$ cat src/rtl/fpu_exc_pkg.sv
package fpu_exc_pkg;

  // Exception flag layout, shared by the flag bank and the mask input.
  localparam int unsigned EXC_W    = 6;
  localparam int unsigned EXC_IE   = 0;
  localparam int unsigned EXC_DE   = 1;
  localparam int unsigned EXC_ZE   = 2;
  localparam int unsigned EXC_OE   = 3;
  localparam int unsigned EXC_UE   = 4;
  localparam int unsigned EXC_PE   = 5;
  // The stack-fault flag sits just above the six exception flags.
  localparam int unsigned FLAG_STK = 6;
  localparam int unsigned FLAG_W   = 7;

  localparam int unsigned IP_W     = 32;
  localparam int unsigned OPC_W    = 11;
  localparam int unsigned OPND_W   = 32;

  localparam logic [FLAG_W-1:0] FLAGS_RST = 7'h00;
  localparam logic [EXC_W-1:0]  EXC_NONE  = 6'h00;
  localparam logic [IP_W-1:0]   IP_RST    = 32'h00000000;
  localparam logic [OPC_W-1:0]  OPC_RST   = 11'h000;
  localparam logic [OPND_W-1:0] OPND_RST  = 32'h00000000;

  // Kind of the instruction the core is about to execute.
  typedef enum logic [1:0] {
    INSTR_INT,
    INSTR_FP_WAIT,
    INSTR_FP_NOWAIT,
    INSTR_WAIT
  } instr_kind_e;

  // Operations that clear or overwrite the sticky flags.
  typedef enum logic [2:0] {
    CLR_NONE,
    CLR_CLEX,
    CLR_INIT,
    CLR_SAVE,
    CLR_RESTORE,
    CLR_LDENV
  } clr_op_e;

  typedef enum logic {
    ST_RUN,
    ST_FROZEN
  } freeze_state_e;

  typedef struct packed {
    instr_kind_e       kind;
    logic [IP_W-1:0]   ip;
    logic [OPC_W-1:0]  opcode;
    logic [OPND_W-1:0] opnd;
  } instr_s;

  typedef struct packed {
    logic [IP_W-1:0]   ip;
    logic [OPC_W-1:0]  opcode;
    logic [OPND_W-1:0] opnd;
  } ctx_s;

  localparam ctx_s CTX_RST = '{ip: IP_RST, opcode: OPC_RST, opnd: OPND_RST};

endpackage

$ cat src/rtl/fpu_exception_sync.sv
// Contract
// [RULE1] Each numeric instruction captures pointer, opcode and operand context on start.
// [RULE2] Exceptions whose mask bit is set get a default fix-up, no handler.
// [RULE3] An unmasked exception aborts the instruction and stays pending for a handler.
// [RULE4] Push to full or pop from empty sets stack fault and invalid-operation.
// [RULE5] A pending unmasked exception freezes before the next wait or FP instruction.
// [RULE6] The ignore-numeric-error input suppresses that freeze; execution continues.
// [RULE7] No-wait FP instructions never freeze, even with an exception pending.
// [RULE8] The handler is invoked before the next wait or FP instruction executes.
// [RULE9] Handler invocation may fall anywhere between detection and that instruction.
// [RULE10] Integer instructions run alongside FP work and never wait on it.
// [RULE11] A wait forces servicing of any pending exception before later code.
// [RULE12] Flags are sticky; only clear, init, save, restore or load-environment clear them.
// [RULE13] The error output starts external handler invocation, here at detection.
// [RULE14] With native mode off and ignore active, the pending exception is disregarded.
// [RULE15] Pending holds while any unmasked flag is set and returns on reload.
`timescale 1ns/1ns
module fpu_exception_sync
  import fpu_exc_pkg::*;
(
  // Clock and reset
  input  wire logic              sys_clk_i,
  input  wire logic              rst_i,
  // Instruction offered by the core
  input  wire logic              instr_valid_i,
  input  wire instr_s            instr_i,
  output logic                   instr_freeze_o,
  // Exception report from the arithmetic datapath
  input  wire logic              exc_valid_i,
  input  wire logic [EXC_W-1:0]  exc_flags_i,
  input  wire logic              stack_fault_i,
  output logic                   fixup_o,
  output logic                   abort_o,
  // Control word and flag maintenance
  input  wire logic [EXC_W-1:0]  exc_mask_i,
  input  wire clr_op_e           clr_op_i,
  input  wire logic [FLAG_W-1:0] load_flags_i,
  // Error reporting mode and pins
  input  wire logic              native_error_mode_bit_i,
  input  wire logic              ignore_numeric_error_in_i,
  output logic                   fp_error_out_o,
  output logic                   handler_req_o,
  // Visible state
  output logic [FLAG_W-1:0]      flags_o,
  output logic                   stack_fault_flag_o,
  output logic                   exc_pending_o,
  output ctx_s                   ctx_o
);

  logic [FLAG_W-1:0] flags;
  logic [FLAG_W-1:0] flag_set;
  logic [EXC_W-1:0]  exc_eff;
  logic              flag_clr;
  logic              flag_load;
  logic              ignore_sync;
  logic              ignore_eff;
  logic              pending;
  logic              sync_point;
  logic              freeze;
  logic              accept;
  logic              unmasked_hit;
  logic              masked_only;

  ctx_s              ctx_r;
  logic              fixup_r;
  logic              abort_r;
  logic              fp_error_r;
  logic              handler_req_r;
  freeze_state_e     state_r;
  freeze_state_e     state_nxt;

  // The ignore pin comes from board logic and is not tied to this clock.
  level_sync2 u_ignore_sync (
    .sys_clk_i (sys_clk_i),
    .rst_i     (rst_i),
    .async_i   (ignore_numeric_error_in_i),
    .sync_o    (ignore_sync)
  );

  // [RULE4] stack fault implies invalid
  always_comb
  begin
    exc_eff = EXC_NONE;
    if (exc_valid_i)
      exc_eff = exc_flags_i;
    if (stack_fault_i)
      exc_eff[EXC_IE] = 1'b1;
  end

  assign flag_set = {stack_fault_i, exc_eff};

  // [RULE12] only these operations clear
  assign flag_clr  = (clr_op_i == CLR_CLEX) || (clr_op_i == CLR_INIT) ||
                     (clr_op_i == CLR_SAVE);
  assign flag_load = (clr_op_i == CLR_RESTORE) || (clr_op_i == CLR_LDENV);

  generate
    for (genvar g = 0; g < FLAG_W; g++)
    begin : g_flag
      sticky_flag u_flag (
        .sys_clk_i  (sys_clk_i),
        .rst_i      (rst_i),
        .set_i      (flag_set[g]),
        .clr_i      (flag_clr),
        .load_i     (flag_load),
        .load_val_i (load_flags_i[g]),
        .flag_o     (flags[g])
      );
    end
  endgenerate

  // [RULE15] pending follows unmasked flags
  assign pending = |(flags[EXC_W-1:0] & ~exc_mask_i);

  // [RULE14] ignore honoured only outside native mode
  assign ignore_eff = ignore_sync && !native_error_mode_bit_i;

  // [RULE10] integer and no-wait never sync
  assign sync_point = (instr_i.kind == INSTR_WAIT) || (instr_i.kind == INSTR_FP_WAIT);

  // [RULE5] freeze before wait or FP instruction
  // [RULE6] ignore input lifts the freeze outside native mode
  // [RULE7] no-wait forms pass
  // [RULE11] wait forces servicing first
  assign freeze = instr_valid_i && sync_point && pending && !ignore_eff;
  assign accept = instr_valid_i && !freeze;

  assign unmasked_hit = |(exc_eff & ~exc_mask_i);
  assign masked_only  = (|exc_eff) && !unmasked_hit;

  // [RULE1] context captured at instruction start
  always_ff @(posedge sys_clk_i)
  begin
    if (rst_i)
      ctx_r <= CTX_RST;
    else if (accept && (instr_i.kind == INSTR_FP_WAIT || instr_i.kind == INSTR_FP_NOWAIT))
      ctx_r <= '{ip: instr_i.ip, opcode: instr_i.opcode, opnd: instr_i.opnd};
  end

  // [RULE2] masked default fix-up
  // [RULE3] unmasked aborts the instruction
  always_ff @(posedge sys_clk_i)
  begin
    if (rst_i)
    begin
      fixup_r <= 1'b0;
      abort_r <= 1'b0;
    end
    else
    begin
      fixup_r <= masked_only;
      abort_r <= unmasked_hit;
    end
  end

  // [RULE13] error output raised at detection
  always_ff @(posedge sys_clk_i)
  begin
    if (rst_i)
      fp_error_r <= 1'b0;
    else
      fp_error_r <= pending && !native_error_mode_bit_i;
  end

  // Native mode has no external path, so the freeze itself asks for the handler.
  always_comb
  begin
    state_nxt = state_r;
    case (state_r)
      ST_RUN:
        if (freeze)
          state_nxt = ST_FROZEN;
      ST_FROZEN:
        if (!freeze)
          state_nxt = ST_RUN;
      default:
        state_nxt = ST_RUN;
    endcase
  end

  always_ff @(posedge sys_clk_i)
  begin
    if (rst_i)
      state_r <= ST_RUN;
    else
      state_r <= state_nxt;
  end

  // [RULE8] native mode: handler requested once as the freeze begins
  // [RULE9] request lands inside the interval
  always_ff @(posedge sys_clk_i)
  begin
    if (rst_i)
      handler_req_r <= 1'b0;
    else
      handler_req_r <= (state_r == ST_RUN) && freeze && native_error_mode_bit_i;
  end

  assign instr_freeze_o     = freeze;
  assign fixup_o            = fixup_r;
  assign abort_o            = abort_r;
  assign fp_error_out_o     = fp_error_r;
  assign handler_req_o      = handler_req_r;
  assign flags_o            = flags;
  assign stack_fault_flag_o = flags[FLAG_STK];
  assign exc_pending_o      = pending;
  assign ctx_o              = ctx_r;

  AST_CTX_CAPTURE: assert property ( // [RULE1]
    @(posedge sys_clk_i) disable iff (rst_i)
    accept && instr_i.kind == INSTR_FP_WAIT |=> ctx_o.ip == $past(instr_i.ip)
      && ctx_o.opnd == $past(instr_i.opnd))
    else $error("Context not captured at numeric instruction start.");

  AST_MASKED_FIXUP: assert property ( // [RULE2]
    @(posedge sys_clk_i) disable iff (rst_i)
    exc_valid_i && !stack_fault_i && exc_flags_i != EXC_NONE
      && (exc_flags_i & ~exc_mask_i) == EXC_NONE |=> fixup_o && !abort_o)
    else $error("Masked exception did not take the default fix-up.");

  AST_UNMASKED_ABORT: assert property ( // [RULE3]
    @(posedge sys_clk_i) disable iff (rst_i)
    exc_valid_i && (exc_flags_i & ~exc_mask_i) != EXC_NONE && clr_op_i == CLR_NONE
      ##1 $stable(exc_mask_i) |-> abort_o && exc_pending_o && !fixup_o)
    else $error("Unmasked exception did not abort and stay pending.");

  AST_STACK_FAULT: assert property ( // [RULE4]
    @(posedge sys_clk_i) disable iff (rst_i)
    stack_fault_i |=> stack_fault_flag_o && flags_o[EXC_IE])
    else $error("Stack fault did not set stack fault and invalid flags.");

  AST_FREEZE: assert property ( // [RULE5]
    @(posedge sys_clk_i) disable iff (rst_i)
    instr_valid_i && instr_i.kind == INSTR_WAIT && exc_pending_o
      && !ignore_numeric_error_in_i [*3] |-> instr_freeze_o)
    else $error("Wait executed with an unmasked exception pending.");

  AST_IGNORE: assert property ( // [RULE6]
    @(posedge sys_clk_i) disable iff (rst_i)
    !native_error_mode_bit_i && ignore_numeric_error_in_i [*3] |-> !instr_freeze_o)
    else $error("Freeze held although ignore input is active.");

  AST_NOWAIT: assert property ( // [RULE7]
    @(posedge sys_clk_i) disable iff (rst_i)
    instr_valid_i && instr_i.kind == INSTR_FP_NOWAIT |-> !instr_freeze_o)
    else $error("No-wait instruction was frozen.");

  AST_INTEGER: assert property ( // [RULE10]
    @(posedge sys_clk_i) disable iff (rst_i)
    instr_valid_i && instr_i.kind == INSTR_INT |-> !instr_freeze_o)
    else $error("Integer instruction was held.");

  AST_STICKY: assert property ( // [RULE12]
    @(posedge sys_clk_i) disable iff (rst_i)
    flags_o[EXC_ZE] && clr_op_i == CLR_NONE |=> flags_o[EXC_ZE])
    else $error("Sticky flag dropped without a clearing operation.");

  AST_ERROR_OUT: assert property ( // [RULE13]
    @(posedge sys_clk_i) disable iff (rst_i)
    exc_pending_o && !native_error_mode_bit_i [*2] |-> fp_error_out_o)
    else $error("Error output not raised for a pending exception.");

  AST_NATIVE_REQ: assert property ( // [RULE8]
    @(posedge sys_clk_i) disable iff (rst_i)
    $rose(instr_freeze_o) && native_error_mode_bit_i |=> handler_req_o)
    else $error("Frozen in native mode without a handler request.");

  AST_RELOAD: assert property ( // [RULE15]
    @(posedge sys_clk_i) disable iff (rst_i)
    clr_op_i == CLR_LDENV && (load_flags_i[EXC_W-1:0] & ~exc_mask_i) != EXC_NONE
      ##1 $stable(exc_mask_i) |-> exc_pending_o)
    else $error("Reloaded unmasked flag did not re-raise pending.");

  AST_CTX_NOWAIT: assert property ( // [RULE1]
    @(posedge sys_clk_i) disable iff (rst_i)
    accept && instr_i.kind == INSTR_FP_NOWAIT |=> ctx_o.opcode == $past(instr_i.opcode))
    else $error("No-wait instruction context not captured.");

  AST_FIXUP_IDLE: assert property ( // [RULE2]
    @(posedge sys_clk_i) disable iff (rst_i)
    !exc_valid_i && !stack_fault_i |=> !fixup_o && !abort_o)
    else $error("Fix-up or abort raised without an exception report.");

  AST_FREEZE_NATIVE: assert property ( // [RULE14]
    @(posedge sys_clk_i) disable iff (rst_i)
    instr_valid_i && instr_i.kind == INSTR_FP_WAIT && exc_pending_o
      && native_error_mode_bit_i |-> instr_freeze_o)
    else $error("Numeric instruction ran in native mode with an exception pending.");

  AST_HANDLER_PULSE: assert property ( // [RULE8]
    @(posedge sys_clk_i) disable iff (rst_i)
    handler_req_o |=> !handler_req_o)
    else $error("Handler request held for more than one cycle.");

  AST_ERROR_DROP: assert property ( // [RULE13]
    @(posedge sys_clk_i) disable iff (rst_i)
    !exc_pending_o |=> !fp_error_out_o)
    else $error("Error output raised with no exception pending.");

  AST_CLEAR: assert property ( // [RULE12]
    @(posedge sys_clk_i) disable iff (rst_i)
    (clr_op_i == CLR_CLEX || clr_op_i == CLR_INIT || clr_op_i == CLR_SAVE)
      && !exc_valid_i && !stack_fault_i |=> flags_o == FLAGS_RST)
    else $error("Clearing operation left a flag set.");

  AST_LOAD: assert property ( // [RULE15]
    @(posedge sys_clk_i) disable iff (rst_i)
    (clr_op_i == CLR_RESTORE || clr_op_i == CLR_LDENV) && !exc_valid_i && !stack_fault_i
      |=> flags_o == $past(load_flags_i))
    else $error("Reload did not place the given flags.");

endmodule

$ cat src/rtl/level_sync2.sv
`timescale 1ns/1ns
module level_sync2
  import fpu_exc_pkg::*;
(
  // Clock and reset
  input  wire logic sys_clk_i,
  input  wire logic rst_i,
  // Level crossing
  input  wire logic async_i,
  output logic      sync_o
);

  logic meta_r;
  logic sync_r;

  always_ff @(posedge sys_clk_i)
  begin
    if (rst_i)
    begin
      meta_r <= 1'b0;
      sync_r <= 1'b0;
    end
    else
    begin
      meta_r <= async_i;
      sync_r <= meta_r;
    end
  end

  assign sync_o = sync_r;

endmodule

$ cat src/rtl/sticky_flag.sv
`timescale 1ns/1ns
module sticky_flag
  import fpu_exc_pkg::*;
(
  // Clock and reset
  input  wire logic sys_clk_i,
  input  wire logic rst_i,
  // Flag control
  input  wire logic set_i,
  input  wire logic clr_i,
  input  wire logic load_i,
  input  wire logic load_val_i,
  output logic      flag_o
);

  logic flag_r;
  logic flag_nxt;

  // A hardware set in the same cycle as a clear or reload is never lost.
  always_comb
  begin
    flag_nxt = flag_r;
    if (load_i)
      flag_nxt = load_val_i;
    else if (clr_i)
      flag_nxt = 1'b0;
    if (set_i)
      flag_nxt = 1'b1;
  end

  always_ff @(posedge sys_clk_i)
  begin
    if (rst_i)
      flag_r <= 1'b0;
    else
      flag_r <= flag_nxt;
  end

  assign flag_o = flag_r;

endmodule

$ cat config.mk
export PLATFORM = sky130hd
export DESIGN_NAME = fpu_exception_sync
export DESIGN_NICKNAME = d
export VERILOG_FILES = /design/src/rtl/fpu_exc_pkg.sv /design/src/rtl/fpu_exception_sync.sv /design/src/rtl/level_sync2.sv /design/src/rtl/sticky_flag.sv
export SDC_FILE = /design/constraint.sdc
export NUM_CORES = 1
export LEC_CHECK = 0
export BUFFER_PORTS_ARGS = -buffer_cell sky130_fd_sc_hd__buf_4
export CAP_MARGIN = 30
export CORE_ASPECT_RATIO = 1.25
export CORE_MARGIN = 3
export CORE_UTILIZATION = 42
export DETAILED_ROUTE_END_ITERATION = 8
export PLACE_DENSITY = 0.76
export SETUP_SLACK_MARGIN = 0.15
export SYNTH_ARGS = -nofsm -noshare
export SYNTH_HDL_FRONTEND = slang
export SYNTH_SLANG_ARGS = --single-unit
$ cat constraint.sdc
create_clock -name sys_clk_i -period 1.48 [get_ports sys_clk_i]
set_input_delay 0.296 -clock sys_clk_i [delete_from_list [all_inputs] [get_ports sys_clk_i]]
set_output_delay 0.296 -clock sys_clk_i [all_outputs]
set_load 0.1 [all_outputs]
==> metrics.txt <==
# TYPE chip_impl_metric gauge
chip_impl_metric{name="synth_enable_flop_cells",unit=""} 0
chip_impl_metric{name="die-height",unit="um"} 116.4
chip_impl_metric{name="place.port_buffers",unit=""} 194
chip_impl_metric{name="crit_required",unit="ns"} 1.18
chip_impl_metric{name="post_drt_via_cell_ratio",unit=""} 4.745
chip_impl_info{name="synthTopCellsByArea",value="sky130_fd_sc_hd__dfxtp_1, sky130_fd_sc_hd__nand2b_1, sky130_fd_sc_hd__mux2i_1, sky130_fd_sc_hd__buf_12, sky130_fd_sc_hd__buf_4"} 1
chip_impl_metric{name="mappedNetlistNets",unit=""} 517
chip_impl_metric{name="final.setup.worst_slack",unit="ns"} -0.1741
chip_impl_metric{name="cell_row_count",unit=""} 39
chip_impl_info{name="synth_ff_type",value="sky130_fd_sc_hd__dfxtp_1"} 1
chip_impl_metric{name="synth_warnings",unit=""} 0
chip_impl_metric{name="ir_drop",unit="V"} 0.0006796
chip_impl_metric{name="globalRouteTotalUtil",unit="%"} 19.57
chip_impl_info{name="worst_hold_startpoint",value="native_error_mode_bit_i"} 1
chip_impl_metric{name="number_of_design_rule_violations_left_after_detail_routing",unit=""} 0
chip_impl_metric{name="ys_seq_elements",unit=""} 89
chip_impl_metric{name="total_i_o_pin_count",unit=""} 195
chip_impl_metric{name="wirelength",unit="um"} 11050
chip_impl_metric{name="max-slew-margin-rel",unit="%"} 65.49
chip_impl_metric{name="finalNetCount",unit=""} 717
chip_impl_metric{name="hpwl_detailed",unit="um"} 7421
chip_impl_metric{name="setup_viol_count_final",unit=""} 77
chip_impl_metric{name="nFillCells",unit=""} 730
chip_impl_metric{name="min_period_over_period",unit="%"} 111.8
chip_impl_metric{name="share_of_post_route_cells_with_drive_strength_above_1",unit="%"} 42.74
chip_impl_metric{name="max_freq",unit="GHz"} 0.6046
chip_impl_metric{name="tightest_slew",unit="ns"} 0.5166
chip_impl_info{name="yosysTopAreaCell",value="sky130_fd_sc_hd__dfxtp_1"} 1
chip_impl_metric{name="drtAntennaViolNets",unit=""} 0
chip_impl_metric{name="synth-async-reset-ratio",unit="%"} 0
chip_impl_metric{name="reg2reg_setup_slack",unit="ns"} -0.12
chip_impl_info{name="worstSetupStartpointType",value="register"} 1
chip_impl_metric{name="synthDominantCellAreaShare",unit="%"} 43.48
chip_impl_metric{name="first_global_vias",unit=""} 3479
chip_impl_info{name="path_cells",value="nand2b_4 -> o2111ai_4 -> nor2_4 -> clkinvlp_4 -> buf_12"} 1
chip_impl_info{name="cp-startpoint",value="g_flag[2].u_flag.flag_o"} 1
chip_impl_metric{name="detailedRoute.firstIterationViolations",unit=""} 118
chip_impl_metric{name="cts_buffers",unit=""} 9
chip_impl_metric{name="maxCapViolCount",unit=""} 0
chip_impl_metric{name="timing.critical_path.arrival",unit="ns"} 1.36
chip_impl_metric{name="syn-cell-area",unit="um^2"} 4098
chip_impl_info{name="violated_checks",value="negative setup slack"} 1
chip_impl_metric{name="p_leak",unit="uW"} 0.002897
chip_impl_metric{name="finalClockSkew",unit="ns"} 0.003490
chip_impl_metric{name="powerDensity",unit="nW/um^2"} 1270
chip_impl_metric{name="vias",unit=""} 3492
chip_impl_info{name="synth_common_cells",value="sky130_fd_sc_hd__nand2b_1, sky130_fd_sc_hd__dfxtp_1, sky130_fd_sc_hd__mux2i_1"} 1
chip_impl_info{name="crit_path_max_delay_cell_type",value="sky130_fd_sc_hd__dfxtp_2"} 1
chip_impl_metric{name="antenna_cells",unit=""} 0
chip_impl_metric{name="wl_per_cell",unit="um"} 15.02
chip_impl_metric{name="clock_tree.htree_level_count",unit=""} 3
chip_impl_metric{name="grt_first_pass_wirelength",unit="um"} 16730
chip_impl_info{name="critical_path_class",value="register to output port"} 1
chip_impl_metric{name="antenna_violations_before_repair",unit=""} 0
chip_impl_metric{name="placeableCoreArea",unit="um^2"} 9320
chip_impl_info{name="worst_r2r_startpoint",value="g_flag[2].u_flag.flag_o"} 1
chip_impl_metric{name="drt_pass1_iterations",unit=""} 4
chip_impl_metric{name="critical-path-max-stage-delay",unit="ns"} 0.34
chip_impl_metric{name="synth_cells",unit=""} 409
chip_impl_metric{name="clk_transition_reported_paths",unit="ns"} 0.06
chip_impl_info{name="grt_setup_unrepaired",value="true"} 1
chip_impl_metric{name="floorplan.die_area",unit="um^2"} 10990
chip_impl_metric{name="synth_area_per_cell",unit="um^2"} 10.02
chip_impl_metric{name="timing.critical_path.fanout_max",unit=""} 3
chip_impl_metric{name="die_width",unit="um"} 94.35
chip_impl_info{name="min_path_type",value="primary input to register"} 1
chip_impl_metric{name="start_util",unit="%"} 43.97
chip_impl_info{name="tritoncts_clock_tree",value="built"} 1
chip_impl_info{name="endpoint_kind",value="output port"} 1
chip_impl_metric{name="final-hold-violation-count",unit=""} 0
chip_impl_metric{name="post-place-ws",unit="ns"} -0.4227
chip_impl_metric{name="place.gp.congestion",unit=""} 0.7773
chip_impl_metric{name="grt-ovfl-total",unit=""} 0
chip_impl_metric{name="drv_slew",unit=""} 0
chip_impl_metric{name="synth_cell_types",unit=""} 29
chip_impl_metric{name="clkLatencyLatePin",unit="ns"} 0.33
chip_impl_info{name="run_status",value="finished, violations left"} 1
chip_impl_metric{name="grt_max_degree",unit=""} 91
chip_impl_metric{name="finalWorstPathRequiredPeriod",unit="ns"} 1.654
chip_impl_info{name="ctsRootBufferMaster",value="sky130_fd_sc_hd__clkbuf_16"} 1
chip_impl_metric{name="cts_num_sinks",unit=""} 89
chip_impl_metric{name="syn2layout_area_growth",unit="%"} 55.33
chip_impl_metric{name="cts-root-to-sink-buffers",unit=""} 2
chip_impl_metric{name="yosysSeqAreaShare",unit="%"} 43.48
chip_impl_info{name="synth_most_common_cell",value="sky130_fd_sc_hd__nand2b_1"} 1
chip_impl_metric{name="fin_setup_tns",unit="ns"} -6.039
==> sequential cells by signal, summed over array words and instances, names as in the netlist <==
name                  cells
ctx_o                    75
g_flag.u_flag.flag_o      7
abort_o                   1
fixup_o                   1
fp_error_out_o            1
handler_req_o             1
state_r                   1
u_ignore_sync.meta_r      1
u_ignore_sync.sync_o      1
==> cell type report <==
type                            instances  area, um^2  area share [%]
Inverter                               12       61.31          0.9632
Timing Repair Buffer                  223        1959           30.78
Clock inverter                          3       40.04          0.6291
Clock buffer                           12       256.5           4.030
Sequential cell                        89        1789           28.11
Multi-Input combinational cell        274        2105           33.06
Tap cell                              123       153.9           2.418
==> final timing paths <==
kind / cells past startpoint / to
setup / recovery: 5 / exc_pending_o
hold / removal: 2 / fp_error_out_o
setup reg to reg: 8 / ctx_o[35]
hold reg to reg: 1 / handler_req_o
==> report_power, final <==
part	total [uW]	switching, uW	leakage (uW)	internal, uW
registers	2720	117	0.000733	2600
clock network	2280	892	0.000148	1390
logic	3080	2050	0.00202	1030
==> critical path: cells and delay by family, from the launching register on <==
family | cells | cell delay (ns)
DFF | 1 | 0.34
buffers and inverters | 2 | 0.28
and+or+nand+nor | 2 | 0.24
AOI/OAI and AO/OA | 1 | 0.17
==> stage by stage <==
stage	power, uW	util (%)	std cells	cell area (um^2)	hold WS, ns
detailed placement	5549	60.77	705	5664	0.3876
finish	8083	68.29	736	6365	0.1433
global route	8388	68.29	736	6365	0.1383
floorplan	4910	-	409	4149	0.3743
global placement	5518	60.77	705	5664	0.3797
CTS	8116	67.46	731	6287	0.1366
==> kinds of logic after synthesis <==
family,share of synthesized area (%)
fa+ha+maj,0.6106
compound gates,4.305
buf+inv,7.206
flops,43.48
simple gates,26.08
mux,18.32
==> cells in the final DEF (no fill, tap or decap), types with 3 or more instances in the layout <==
| cell type | count |
|---|---|
| sky130_fd_sc_hd__nor2b_1 | 6 |
| sky130_fd_sc_hd__buf_4 | 203 |
| sky130_fd_sc_hd__mux2i_1 | 73 |
| sky130_fd_sc_hd__nor2_1 | 8 |
| sky130_fd_sc_hd__inv_2 | 4 |
| sky130_fd_sc_hd__clkbuf_16 | 9 |
| sky130_fd_sc_hd__buf_12 | 6 |
| sky130_fd_sc_hd__bufbuf_16 | 4 |
| sky130_fd_sc_hd__o22ai_1 | 3 |
| sky130_fd_sc_hd__dfxtp_1 | 83 |
| sky130_fd_sc_hd__inv_1 | 6 |
| sky130_fd_sc_hd__buf_6 | 4 |
| sky130_fd_sc_hd__nand2b_1 | 151 |
| sky130_fd_sc_hd__dfxtp_2 | 6 |
| sky130_fd_sc_hd__a222oi_1 | 5 |
| sky130_fd_sc_hd__buf_16 | 4 |
==> layer usage <==
layer  wire length (um)  GRT usage (%)  up-vias
li1                   -              -     1732
met1               4244          22.08     1623
met2               5755          34.56      116
met3                734          4.575       21
met4                319          9.538        0
met5                  0              0        -
==> what timing repair did <==
action / 4_1_cts / 5_1_grt
pin swaps: 3 / 4
hold buffers: 0 / 0
hold endpoints to repair: 0 / 0
gates cloned: 7 / 0
buffers inserted: 4 / 5
resized for setup: 25 / 10
setup endpoints to repair: 82 / 78
Power figures use the tool's default switching activity.
